[config.mk]
export PLATFORM = sky130hd
export DESIGN_NAME = dcf_filter
export DESIGN_NICKNAME = d
export VERILOG_FILES = /design/src/shared/dcf_pkg.sv /design/src/rtl/dcf_filter.sv
export SDC_FILE = /design/constraint.sdc
export NUM_CORES = 1
export LEC_CHECK = 0
export CAP_MARGIN = 30
export CORE_UTILIZATION = 25
export CTS_CLUSTER_DIAMETER = 30
export CTS_CLUSTER_SIZE = 24
export DETAILED_ROUTE_END_ITERATION = 12
export DONT_BUFFER_PORTS = 1
export PLACE_DENSITY_LB_ADDON = 0.12
export RECOVER_POWER = 100
export SLEW_MARGIN = 20
export SYNTH_ARGS = -nofsm -noshare
export SYNTH_HDL_FRONTEND = slang
export SYNTH_SLANG_ARGS = --single-unit
export TNS_END_PERCENT = 30
[constraint.sdc]
create_clock -name pclk -period 12.4 [get_ports pclk]
set_input_delay 0.62 -clock pclk [delete_from_list [all_inputs] [get_ports pclk]]
set_output_delay 0.62 -clock pclk [all_outputs]
set_load 0.005 [all_outputs]
[src/shared/dcf_pkg.sv]
package dcf_pkg;

  // Generation choices
  localparam int DATA_W    = 12;
  localparam int COEF_W    = 14;
  localparam int TAPS      = 8;
  localparam int GROUPS    = (TAPS + 3) / 4;
  localparam int FULL_W    = COEF_W + $clog2(TAPS) + DATA_W;
  localparam int OUT_W     = 16;
  localparam int SLOTS     = 2 * DATA_W;
  localparam int CNT_W     = $clog2(SLOTS);
  localparam bit TRIM_ROMS = 1'b1;
  localparam bit REVERSE_B = 1'b0;
  localparam bit A_SERIAL  = 1'b0;
  localparam bit B_SERIAL  = 1'b0;

  // Coefficient set, tap 0 first
  localparam logic signed [COEF_W-1:0] COEF [TAPS] = '{
    14'sh0010, 14'sh0040, 14'sh0100, 14'sh01F0,
    14'sh01F0, 14'sh0100, 14'sh0040, 14'sh0010
  };

  // Register map
  localparam int ADDR_W = 8;
  localparam logic [ADDR_W-1:0] OFS_CTRL   = 8'h00;
  localparam logic [ADDR_W-1:0] OFS_STATUS = 8'h04;
  localparam logic [ADDR_W-1:0] OFS_RES_A  = 8'h08;
  localparam logic [ADDR_W-1:0] OFS_RES_B  = 8'h0C;
  localparam logic [ADDR_W-1:0] OFS_PAIRS  = 8'h10;

  localparam int CTRL_EN_BIT    = 0;
  localparam int CTRL_CLR_BIT   = 1;
  localparam int STAT_RFD_BIT   = 0;
  localparam int STAT_RDY_BIT   = 1;
  localparam int STAT_BUSY_BIT  = 2;
  localparam logic CTRL_EN_RST  = 1'b1;
  localparam int PAIRS_W        = 16;

  typedef enum logic [0:0] {
    DCF_IDLE = 1'b0,
    DCF_RUN  = 1'b1
  } dcf_state_t;

endpackage

[src/rtl/dcf_filter.sv]
// Local design decisions: the APB register port and the register addresses.
`timescale 1ns/100ps
`default_nettype none

// Operation
// - Two channels share one coefficient set.
// - Non-symmetric taps only, tap count 3 to 40 at generation.
// - Bits leave serially, channels alternating; one word pair takes 2N cycles.
// - All taps evaluated in parallel; 2N cycles regardless of taps.
// - Strobe high before an edge, while the ready flag is high, loads both words into the shifter.
// - Ready flag rises as the last bit is about to leave the shifter.
// - Both result buses update on one edge, held until the next.
// - Result-valid flag high for one cycle after new results are loaded.
// - Full precision through the tables and scaling accumulator.
// - Output width 2 to 31 bits, chosen at generation.
// - Input width 4 to 16, or 4 to 8 with reversed channel B.
// - Coefficient width 4 to 24; sum tables widen for growth.
// - Coefficients preformatted into tables addressed by serial bits.
// - Trimming replaces constant tables with constant logic.
// - Option: channel B uses the coefficients in reversed order.
// - Serial or parallel input, per channel when B is reversed.
// - Oldest words leave on cascade outputs for chaining filters.
// - Inputs are two's complement; results come from output registers.
module dcf_filter (
  input  wire logic                             pclk,
  input  wire logic                             presetn,
  input  wire logic                             psel,
  input  wire logic                             penable,
  input  wire logic                             pwrite,
  input  wire logic [dcf_pkg::ADDR_W-1:0]       paddr,
  input  wire logic [31:0]                      pwdata,
  output logic      [31:0]                      prdata,
  output logic                                  pready,
  output logic                                  pslverr,
  input  wire logic                             new_word_strobe,
  input  wire logic [dcf_pkg::DATA_W-1:0]       chan_a_data_in,
  input  wire logic [dcf_pkg::DATA_W-1:0]       chan_b_data_in,
  input  wire logic                             chan_a_serial_in,
  input  wire logic                             chan_b_serial_in,
  output logic                                  input_ready_flag,
  output logic                                  result_valid,
  output logic      [dcf_pkg::OUT_W-1:0]        chan_a_filter_out,
  output logic      [dcf_pkg::OUT_W-1:0]        chan_b_filter_out,
  output logic      [dcf_pkg::DATA_W-1:0]       chan_a_cascade_out,
  output logic      [dcf_pkg::DATA_W-1:0]       chan_b_cascade_out
);

  localparam int DW = dcf_pkg::DATA_W;
  localparam int FW = dcf_pkg::FULL_W;
  localparam int OW = dcf_pkg::OUT_W;
  localparam int CW = dcf_pkg::CNT_W;

  // One table entry: sum of the coefficients picked by four bits
  function automatic logic signed [FW-1:0] rom_entry(input int grp,
                                                     input logic [3:0] addr,
                                                     input logic rev);
    logic signed [FW-1:0] sum;
    int                   tap;
    int                   idx;
    sum = '0;
    for (int k = 0; k < 4; k++) begin
      tap = grp * 4 + k;
      idx = rev ? (dcf_pkg::TAPS - 1 - tap) : tap;
      if (tap < dcf_pkg::TAPS && addr[k]) begin
        sum = sum + FW'(dcf_pkg::COEF[idx]);
      end
    end
    return sum;
  endfunction

  // Table is constant logic when every entry equals the first
  function automatic logic rom_is_const(input int grp, input logic rev);
    logic same;
    same = 1'b1;
    for (int a = 1; a < 16; a++) begin
      if (rom_entry(grp, 4'(a), rev) != rom_entry(grp, 4'h0, rev)) begin
        same = 1'b0;
      end
    end
    return same;
  endfunction

  // Table lookup with optional trimming
  function automatic logic signed [FW-1:0] rom_read(input int grp,
                                                    input logic [3:0] addr,
                                                    input logic rev);
    logic signed [FW-1:0] val;
    val = rom_entry(grp, addr, rev);
    if (dcf_pkg::TRIM_ROMS && rom_is_const(grp, rev)) begin
      val = rom_entry(grp, 4'h0, rev);
    end
    return val;
  endfunction

  dcf_pkg::dcf_state_t           state_ff;
  logic [CW-1:0]                 slot_ff;
  logic signed [DW-1:0]          line_a_ff [dcf_pkg::TAPS];
  logic signed [DW-1:0]          line_b_ff [dcf_pkg::TAPS];
  logic [DW-1:0]                 ser_a_ff;
  logic [DW-1:0]                 ser_b_ff;
  logic signed [FW-1:0]          acc_a_ff;
  logic signed [FW-1:0]          acc_b_ff;
  logic                          rfd_ff;
  logic                          rdy_ff;
  logic [OW-1:0]                 out_a_ff;
  logic [OW-1:0]                 out_b_ff;
  logic [DW-1:0]                 casc_a_ff;
  logic [DW-1:0]                 casc_b_ff;
  logic                          ctrl_en_ff;
  logic                          clr_ff;
  logic [dcf_pkg::PAIRS_W-1:0]   pairs_ff;
  logic [31:0]                   prdata_ff;
  logic                          pready_ff;
  logic                          pslverr_ff;

  logic                          load;
  logic                          last_slot;
  logic                          chan_b_slot;
  logic [CW-2:0]                 bit_idx;
  logic signed [FW-1:0]          da_sum;
  logic signed [FW-1:0]          term;
  logic signed [FW-1:0]          nxt_acc_a;
  logic signed [FW-1:0]          nxt_acc_b;
  logic [DW-1:0]                 word_a;
  logic [DW-1:0]                 word_b;
  logic                          apb_done;
  logic                          apb_wr;
  logic [31:0]                   rd_mux;
  logic                          rd_err;

  assign load        = new_word_strobe & rfd_ff;
  assign last_slot   = (slot_ff == CW'(dcf_pkg::SLOTS - 1));
  assign chan_b_slot = slot_ff[0];
  assign bit_idx     = slot_ff[CW-1:1];
  assign word_a      = dcf_pkg::A_SERIAL ? ser_a_ff : chan_a_data_in;
  assign word_b      = dcf_pkg::B_SERIAL ? ser_b_ff : chan_b_data_in;

  // Shared tables, addressed by one bit of every tap at once
  always_comb begin
    logic [3:0] addr;
    addr   = '0;
    da_sum = '0;
    for (int g = 0; g < dcf_pkg::GROUPS; g++) begin
      for (int k = 0; k < 4; k++) begin
        if (g * 4 + k < dcf_pkg::TAPS) begin
          addr[k] = chan_b_slot ? line_b_ff[g * 4 + k][bit_idx]
                                : line_a_ff[g * 4 + k][bit_idx];
        end else begin
          addr[k] = 1'b0;
        end
      end
      da_sum = da_sum + rom_read(g, addr, chan_b_slot & dcf_pkg::REVERSE_B);
    end
  end

  // Scaling accumulator, sign bit weight negative
  always_comb begin
    term = da_sum <<< bit_idx;
    if (bit_idx == (CW-1)'(DW - 1)) begin
      term = -term;
    end
    nxt_acc_a = (slot_ff == '0 ? '0 : acc_a_ff) + term;
    nxt_acc_b = (slot_ff == CW'(1) ? '0 : acc_b_ff) + term;
  end

  // Sequencer
  always_ff @(posedge pclk or negedge presetn) begin
    if (!presetn) begin
      state_ff <= dcf_pkg::DCF_IDLE;
      slot_ff  <= '0;
    end else begin
      case (state_ff)
        dcf_pkg::DCF_IDLE: begin
          if (load) begin
            state_ff <= dcf_pkg::DCF_RUN;
            slot_ff  <= '0;
          end
        end
        dcf_pkg::DCF_RUN: begin
          if (last_slot) begin
            slot_ff  <= '0;
            state_ff <= load ? dcf_pkg::DCF_RUN : dcf_pkg::DCF_IDLE;
          end else begin
            slot_ff  <= slot_ff + CW'(1);
          end
        end
        default: begin
          state_ff <= dcf_pkg::DCF_IDLE;
          slot_ff  <= '0;
        end
      endcase
    end
  end

  // Ready flag: when enabled, high in the last slot and while idle; low while disabled
  always_ff @(posedge pclk or negedge presetn) begin
    if (!presetn) begin
      rfd_ff <= dcf_pkg::CTRL_EN_RST;
    end else if (!ctrl_en_ff) begin
      rfd_ff <= 1'b0;
    end else if (state_ff == dcf_pkg::DCF_RUN) begin
      rfd_ff <= (slot_ff == CW'(dcf_pkg::SLOTS - 2)) || (last_slot && !load);
    end else begin
      rfd_ff <= !load;
    end
  end

  // Delay lines and cascade outputs
  always_ff @(posedge pclk or negedge presetn) begin
    if (!presetn) begin
      for (int t = 0; t < dcf_pkg::TAPS; t++) begin
        line_a_ff[t] <= '0;
        line_b_ff[t] <= '0;
      end
      casc_a_ff <= '0;
      casc_b_ff <= '0;
    end else if (clr_ff) begin
      for (int t = 0; t < dcf_pkg::TAPS; t++) begin
        line_a_ff[t] <= '0;
        line_b_ff[t] <= '0;
      end
      casc_a_ff <= '0;
      casc_b_ff <= '0;
    end else if (load) begin
      line_a_ff[0] <= word_a;
      line_b_ff[0] <= word_b;
      for (int t = 1; t < dcf_pkg::TAPS; t++) begin
        line_a_ff[t] <= line_a_ff[t-1];
        line_b_ff[t] <= line_b_ff[t-1];
      end
      casc_a_ff <= line_a_ff[dcf_pkg::TAPS-1];
      casc_b_ff <= line_b_ff[dcf_pkg::TAPS-1];
    end
  end

  // Serial input assembly, LSB first in own channel slots
  always_ff @(posedge pclk or negedge presetn) begin
    if (!presetn) begin
      ser_a_ff <= '0;
      ser_b_ff <= '0;
    end else if (state_ff == dcf_pkg::DCF_RUN) begin
      if (!chan_b_slot) begin
        ser_a_ff <= {chan_a_serial_in, ser_a_ff[DW-1:1]};
      end else begin
        ser_b_ff <= {chan_b_serial_in, ser_b_ff[DW-1:1]};
      end
    end
  end

  // Accumulators
  always_ff @(posedge pclk or negedge presetn) begin
    if (!presetn) begin
      acc_a_ff <= '0;
      acc_b_ff <= '0;
    end else if (state_ff == dcf_pkg::DCF_RUN) begin
      if (!chan_b_slot) begin
        acc_a_ff <= nxt_acc_a;
      end else begin
        acc_b_ff <= nxt_acc_b;
      end
    end
  end

  // Output registers, both channels on one edge
  always_ff @(posedge pclk or negedge presetn) begin
    if (!presetn) begin
      out_a_ff <= '0;
      out_b_ff <= '0;
      rdy_ff   <= 1'b0;
      pairs_ff <= '0;
    end else begin
      rdy_ff <= (state_ff == dcf_pkg::DCF_RUN) && last_slot;
      if ((state_ff == dcf_pkg::DCF_RUN) && last_slot) begin
        out_a_ff <= acc_a_ff[FW-1 -: OW];
        out_b_ff <= nxt_acc_b[FW-1 -: OW];
        pairs_ff <= pairs_ff + dcf_pkg::PAIRS_W'(1);
      end
    end
  end

  // APB slave: one wait state, answer on second access cycle
  assign apb_done = psel & penable & pready_ff;
  assign apb_wr   = apb_done & pwrite;

  always_comb begin
    rd_mux = '0;
    rd_err = 1'b0;
    case (paddr)
      dcf_pkg::OFS_CTRL:   rd_mux[dcf_pkg::CTRL_EN_BIT] = ctrl_en_ff;
      dcf_pkg::OFS_STATUS: begin
        rd_mux[dcf_pkg::STAT_RFD_BIT]  = rfd_ff;
        rd_mux[dcf_pkg::STAT_RDY_BIT]  = rdy_ff;
        rd_mux[dcf_pkg::STAT_BUSY_BIT] = (state_ff == dcf_pkg::DCF_RUN);
      end
      dcf_pkg::OFS_RES_A:  rd_mux[OW-1:0] = out_a_ff;
      dcf_pkg::OFS_RES_B:  rd_mux[OW-1:0] = out_b_ff;
      dcf_pkg::OFS_PAIRS:  rd_mux[dcf_pkg::PAIRS_W-1:0] = pairs_ff;
      default:             rd_err = 1'b1;
    endcase
  end

  always_ff @(posedge pclk or negedge presetn) begin
    if (!presetn) begin
      pready_ff  <= 1'b0;
      prdata_ff  <= '0;
      pslverr_ff <= 1'b0;
    end else begin
      pready_ff  <= psel & penable & !pready_ff;
      prdata_ff  <= (psel & penable & !pready_ff & !pwrite) ? rd_mux : '0;
      pslverr_ff <= psel & penable & !pready_ff & rd_err;
    end
  end

  always_ff @(posedge pclk or negedge presetn) begin
    if (!presetn) begin
      ctrl_en_ff <= dcf_pkg::CTRL_EN_RST;
      clr_ff     <= 1'b0;
    end else begin
      clr_ff <= apb_wr && (paddr == dcf_pkg::OFS_CTRL) && pwdata[dcf_pkg::CTRL_CLR_BIT];
      if (apb_wr && (paddr == dcf_pkg::OFS_CTRL)) begin
        ctrl_en_ff <= pwdata[dcf_pkg::CTRL_EN_BIT];
      end
    end
  end

  assign prdata             = prdata_ff;
  assign pready             = pready_ff;
  assign pslverr            = pslverr_ff;
  assign input_ready_flag   = rfd_ff;
  assign result_valid       = rdy_ff;
  assign chan_a_filter_out  = out_a_ff;
  assign chan_b_filter_out  = out_b_ff;
  assign chan_a_cascade_out = casc_a_ff;
  assign chan_b_cascade_out = casc_b_ff;

endmodule // dcf_filter

`default_nettype wire

# Word-level counts from Yosys, hierarchy flattened
# Cells that the tools add are included.
totals:
  regBits: 366
  input_bits: 72
  out_inout_bits: 92
  word_cells: 150
op_classes:
  n_shift: 1
  magnitude_cmp: 1
  addsub: 12
  n_eq_ne: 9
  n_mux: 72
  n_reduce_logical: 14
  bitwise_logic: 9
ops:
  columns: ["operator", "count"]
  rows:
  - ["96-bit two-way mux", 4]
  - ["29-bit two-way mux", 9]
  - ["29-bit adder", 3]
  - ["1-bit binary-select mux with 4-bit select", 16]
  - ["29-bit by 10-bit adder with 29-bit output, second input constant", 2]
  - ["12-bit two-way mux", 4]
  - ["13-bit case mux with 3 select lines", 1]
  - ["29-bit by 6-bit adder with 29-bit output, second input constant", 1]
  - ["29-bit by 8-bit adder with 29-bit output, second input constant", 1]
  - ["1-bit two-way mux", 29]
  - ["29-bit negation", 1]
  - ["29-bit by 4-bit <<< shifter with 29-bit output", 1]
  - ["16-bit by 1-bit adder with 16-bit output, second input constant", 1]
  - ["8-bit by 4-bit == test with 1-bit output, second input constant", 2]
  - ["16-bit two-way mux", 1]
  - ["5-bit two-way mux", 3]
  - ["9-bit by 9-bit adder with 10-bit output, second input constant", 1]
  - ["5-bit == test, second input constant", 2]
  - ["5-bit case mux with 2 select lines", 1]
  - ["9-bit two-way mux", 1]
  - ["5-bit by 7-bit adder with 8-bit output, second input constant", 1]
  - ["8-bit by 3-bit == test with 1-bit output, second input constant", 1]
  - ["8-bit by 5-bit == test with 1-bit output, second input constant", 1]
  - ["8-bit zero test", 1]
  - ["17 further kinds", 30]

# Depth between registers and ports, before layout
logic_depth:
  ltp_word: 15
  ltp_mapped: 46
  mapped_depth_nobuf: 41

# Worst setup path after synthesis
# No wires, ideal clock.
synth_path:
  path_kind: "register -> register"
  from: "reg slot_ff[1]"
  to: "reg acc_b_ff[28]"
  t_arrival_ns: 9.978
  setup_time_ns: 0.137
  t_required_ns: 12.263
  synth_period_minus_slack_ns: 10.115
  n_path_buf: 8
  stages_incl_launch_ff: 45
  slack_ns: 2.285
  cell_sequence: "dfrtp_1 buf_6 buf_8 buf_6 clkbuf_1 buf_1 buf_1 buf_1 clkbuf_1 mux4_2 a21oi_1 ha_1 inv_1 ha_1 inv_1 fa_1 nor2b_1 o21ai_0 (+9 left out) ha_1 a21oi_1 nor2_1 nor2_1 o21bai_1 a21oi_1 o21bai_1 a21o_1 a21oi_1 maj3_1 nor4_1 a2111oi_2 o211a_1 o41ai_1 a21oi_2 xor2_2 mux2i_1 a2bb2oi_2"
synth_via:
  elab_chain_cells: 15
  word_cells_on_any_way: 62
  cone_classes: "add/sub: 9; eq/ne: 2; shift: 1; mux: 50"
synth_lines:
  columns: ["element", "line", "text"]
  rows:
  - ["start, declared", "dcf_filter.sv:96", "logic [CW-1:0] slot_ff;"]
  - ["start signal, assigned", "dcf_filter.sv:184", "slot_ff <= slot_ff + CW'(1);"]
  - ["1-bit binary-select mux with 4-bit select, on equally long branches", "dcf_filter.sv:147, dcf_filter.sv:146", null]
  - ["1-bit two-way mux, on equally long branches", "dcf_filter.sv:147, dcf_filter.sv:146", null]
  - ["1-bit two-way mux", "dcf_filter.sv:146", "addr[k] = chan_b_slot ? line_b_ff[g * 4 + k][bit_idx]"]
  - ["9-bit two-way mux or 5-bit two-way mux (tied branches)", "dcf_filter.sv:64", "if (tap < dcf_pkg::TAPS && addr[k]) begin"]
  - ["9-bit by 9-bit adder with 10-bit output or 5-bit by 7-bit adder with 8-bit output (tied branches)", "dcf_filter.sv:65", "sum = sum + FW'(dcf_pkg::COEF[idx]);"]
  - ["29-bit two-way mux", "dcf_filter.sv:64", null]
  - ["29-bit by 8-bit adder with 29-bit output or 29-bit by 10-bit adder with 29-bit output (tied branches)", "dcf_filter.sv:65", null]
  - ["29-bit two-way mux", "dcf_filter.sv:64", null]
  - ["29-bit by 6-bit adder with 29-bit output or 29-bit by 10-bit adder with 29-bit output (tied branches)", "dcf_filter.sv:65", null]
  - ["29-bit two-way mux", "dcf_filter.sv:64", null]
  - ["29-bit adder", "dcf_filter.sv:152", "da_sum = da_sum + rom_read(g, addr, chan_b_slot & dcf_pkg::REVERSE_B);"]
  - ["29-bit by 4-bit <<< shifter with 29-bit output", "dcf_filter.sv:158", "term = da_sum <<< bit_idx;"]
  - ["29-bit negation", "dcf_filter.sv:160", "term = -term;"]
  - ["29-bit two-way mux", "dcf_filter.sv:159", "if (bit_idx == (CW-1)'(DW - 1)) begin"]
  - ["29-bit adder (*)", "dcf_filter.sv:163", "nxt_acc_b = (slot_ff == CW'(1) ? '0 : acc_b_ff) + term;"]
  - ["end signal, assigned", "dcf_filter.sv:259", "acc_b_ff <= nxt_acc_b;"]
  - ["end, declared", "dcf_filter.sv:102", "logic signed [FW-1:0] acc_b_ff;"]
# Every way passes the cells marked *; elsewhere a longest branch is shown, timed or not. The select of a mux whose other input is x is not followed.
# A chain may end at the register's enable or synchronous reset.

# Worst setup path in the final report
layout_path:
  from: "reg slot_ff[2]"
  to: "reg acc_b_ff[28]"
# The elaborated chain is that of the path after synthesis.

==> metrics.txt <==
diode count 0; number of buffers created by CTS 99; initial antenna violation count 0; Initial Util 25.4%; Die ar. 0.0773 sq mm; Synth Cell Area 0.0191 sq mm; First-pass DRT Iterations 6; share of cells above drive strength 1 12.3%; DRT iter0 DRCs 977; CTS Hold Buffers Added 1; CP arrival 11.52 ns; Die X 278 um; max_cap viols 8; crit path capture acc_b_ff[28]; Leak 10.3 nW; final worst-path cycle share 89.2%; worst slew pin tran 5.90 ns; setup bufs post-CTS 0; Critical Path Start Type register; post-synthesis xor/xnor area fraction 3.62%; Max Slew Vio Count 594; final core occ 31.2%; largest net degree at the start of global routing 343; ANT nets after route 0; DR WL/cell 18.3 um; Max FO, Critical Path 30; required time worst endpoint 12.87 ns; critical path type register to register; async set-or-reset flop fraction in the synthesized netlist 100%; CP Capture Type register; fin crit period 11.06 ns; Post-Synth Adder-Cell Area 4.61%; Hold Path Depth 2; reg2reg setup slack 1.34 ns; fraction of synthesized area in multiplexers 8.48%; Synth Area per Inst 8.86 sq um; sequential share of the synthesized area 44.9%; status finished with violations; setup_tns 0 ns; Total GRT Usage 15.2%; slowest CP cell dfrtp_1; Final Net Count 2287; reg2reg path depth 38; relative slew slack -293%; I/O pin cnt 164; worst hold slack 0.128 ns; Main synth FF type dfrtp_1; H-tree depth 3; Port-buffer cells 0; clk sinks 342; global-route wire length before repair 92700 um; FF+latch count, synth 342; number of synthesized flops with an enable pin 0; vias 15.2k; clock skew 0.0176 ns; gr ovfl total 0; row count 100; DRC viols 0; Compound-Gate Fraction of Synth Area 15.1%; CP startpoint slot_ff[2]; Layout Area Growth over Synthesis 22.7%; Post-Synth Simple-Gate Area 18.8%; Worst R2R Start slot_ff[2]; largest family of logic cells by synthesized area simple AND/OR/NAND/NOR gates; Clock transition at path regs 0.04 ns; Avg Vias per Cell 4.75; DRT Wirelength 58500 um; peak supply drop 94.8 uV; Post-Syn Instances 2150; die height 278 um; CTS tree done; Clock Latency Late Sink 0.62 ns; Final Wtd Congestion 0.822; design area 0.0234 sq mm; Top cell by count, worst path a21oi_1; post-CTS sizing 0; setup violators final 0; Final Hold Vio Count 0; f_max 90.5 MHz; YS warnings 0; number of global-route vias before repair 15.6k; violated checks max-capacitance violations, max-slew violations; Core Area 0.0749 sq mm; clk root buf clkbuf_16; placed cell area 0.0198 sq mm; synth unique cells 81; Reg-to-Reg End acc_b_ff[28]; Worst Hold Class primary input to register; CTS Buffer Depth 3; Worst path max stage delay 1.11 ns; RSZ-0062 raised after global routing no; Power Density 175 mW/mm^2; FILL cells 7842; HPWL after DPL 38500 um
## through the flow
| step | cells | power [mW] | worst slack (ns) |
|---|---|---|---|
| CTS | 3196 | 4.15 | 1.71 |
| detailed placement | 3010 | 1.49 | 1.75 |
| floorplan | 2165 | 1.41 | 2.29 |
| global placement | 3010 | 1.49 | 1.78 |
| global route | 3202 | 4.26 | 0.558 |
| finish | 3202 | 4.09 | 1.34 |
## placed cells by master (no fill, tap or decap), types with 4 or more instances in the layout
cell | netlist | layout
o21bai_1 | 16 | 16
xnor2_1 | 48 | 48
o21a_1 | 7 | 7
xor2_1 | 29 | 29
mux2i_1 | 59 | 59
conb_1 | 1 | 16
ha_1 | 63 | 63
a211oi_1 | 9 | 9
dfrtp_1 | 340 | 339
o31ai_1 | 3 | 4
o211ai_1 | 4 | 4
a21oi_1 | 294 | 294
nor2_1 | 85 | 85
nor2b_1 | 13 | 13
nand2_1 | 628 | 627
buf_4 | 16 | 19
clkinvlp_4 | 0 | 4
clkbuf_1 | 108 | 22
clkbuf_16 | 0 | 101
mux2_2 | 25 | 25
a21o_1 | 14 | 14
or3_1 | 8 | 8
nor3_1 | 14 | 14
and2_1 | 55 | 50
a22oi_1 | 12 | 12
and2_0 | 1 | 6
nor4_1 | 4 | 4
clkinv_2 | 0 | 24
bufinv_16 | 0 | 11
and3_1 | 8 | 8
a31oi_1 | 10 | 10
inv_1 | 41 | 41
mux4_2 | 33 | 33
or2_2 | 7 | 7
o21ai_0 | 66 | 69
nand4_1 | 7 | 7
clkbuf_8 | 0 | 24
o22ai_1 | 9 | 9
nand2b_1 | 4 | 4
nand3_1 | 15 | 15
## cell type report
cell class,count,area (sq um),share of cell area (%)
well taps,969,1210,5.19
clock buffers,140,2910,12.5
inverters,44,165,0.707
clock inverters,45,559,2.39
repair buffers,31,254,1.09
flip-flops and latches,342,8560,36.6
multi-input cells,1631,9700,41.5
## how the worst min path moves through the flow
stage / startpoint / end / slack (ns)
finish: chan_a_data_in[6] / line_a_ff[90] / 0.13
global route: chan_b_data_in[3] / line_b_ff[87] / 0.11
CTS: chan_b_data_in[2] / line_b_ff[86] / 0.09
detailed placement: presetn / pairs_ff[13] / 0.36
global placement: presetn / pairs_ff[13] / 0.34
floorplan: presetn / acc_a_ff[10] / 0.32
## registers in the layout, indices dropped and copies added, names as in the netlist, 5 cells and up
signal,cells
line_b_ff,96
chan_a_cascade_out,12
acc_b_ff,25
prdata,16
chan_b_filter_out,16
line_a_ff,96
chan_b_cascade_out,12
pairs_ff,16
slot_ff,5
acc_a_ff,25
chan_a_filter_out,16
## synth_stat cells, drive strengths merged, types with 16 or more instances
cell / count / area share [%]
mux2i: 59 / 3.1
ha: 63 / 4.1
mux2: 25 / 1.5
nand2: 628 / 12
o21bai: 16 / 0.63
mux4: 33 / 3.9
inv: 42 / 0.83
a21oi: 295 / 7.8
nor2: 85 / 1.7
xnor2: 48 / 2.2
buf: 40 / 1.5
o21ai: 73 / 1.9
and2: 56 / 1.8
dfrtp: 340 / 45
clkbuf: 108 / 2.1
xor2: 30 / 1.4
## metal layers
| layer | share of wire, % | GRT usage [%] | vias up |
|---|---|---|---|
| met4 | 2.3 | 5.06 | 0 |
| met1 | 47 | 20.7 | 7427 |
| li1 | - | - | 7355 |
| met3 | 4.7 | 3.17 | 94 |
| met5 | 0 | 0 | - |
| met2 | 46 | 23.8 | 341 |
## critical path, delay by kind of cell (launching register included)
family                   cells  cell delay [ns]
AO/OA/AOI/OAI               17             3.98
XOR/XNOR                     1             0.22
adder cells (fa/ha/maj)      5             1.57
buffers and inverters        3             0.53
flip-flops                   1             1.11
multiplexers                 4             1.75
AND/OR/NAND/NOR              8             1.66
## logic make-up after synthesis
family	after synthesis
flip-flops	342
adder cells (fa/ha/maj)	69
other	1
AND/OR/NAND/NOR	860
multiplexers	117
AO/OA/AOI/OAI	491
XOR/XNOR	78
buffers and inverters	192
## power by group
part,internal (mW),total (mW),switching (mW)
sequential,1.13,1.14,0.00843
clock,1.84,2.58,0.743
combinational,0.124,0.370,0.246
Power figures use the tool's default switching activity.
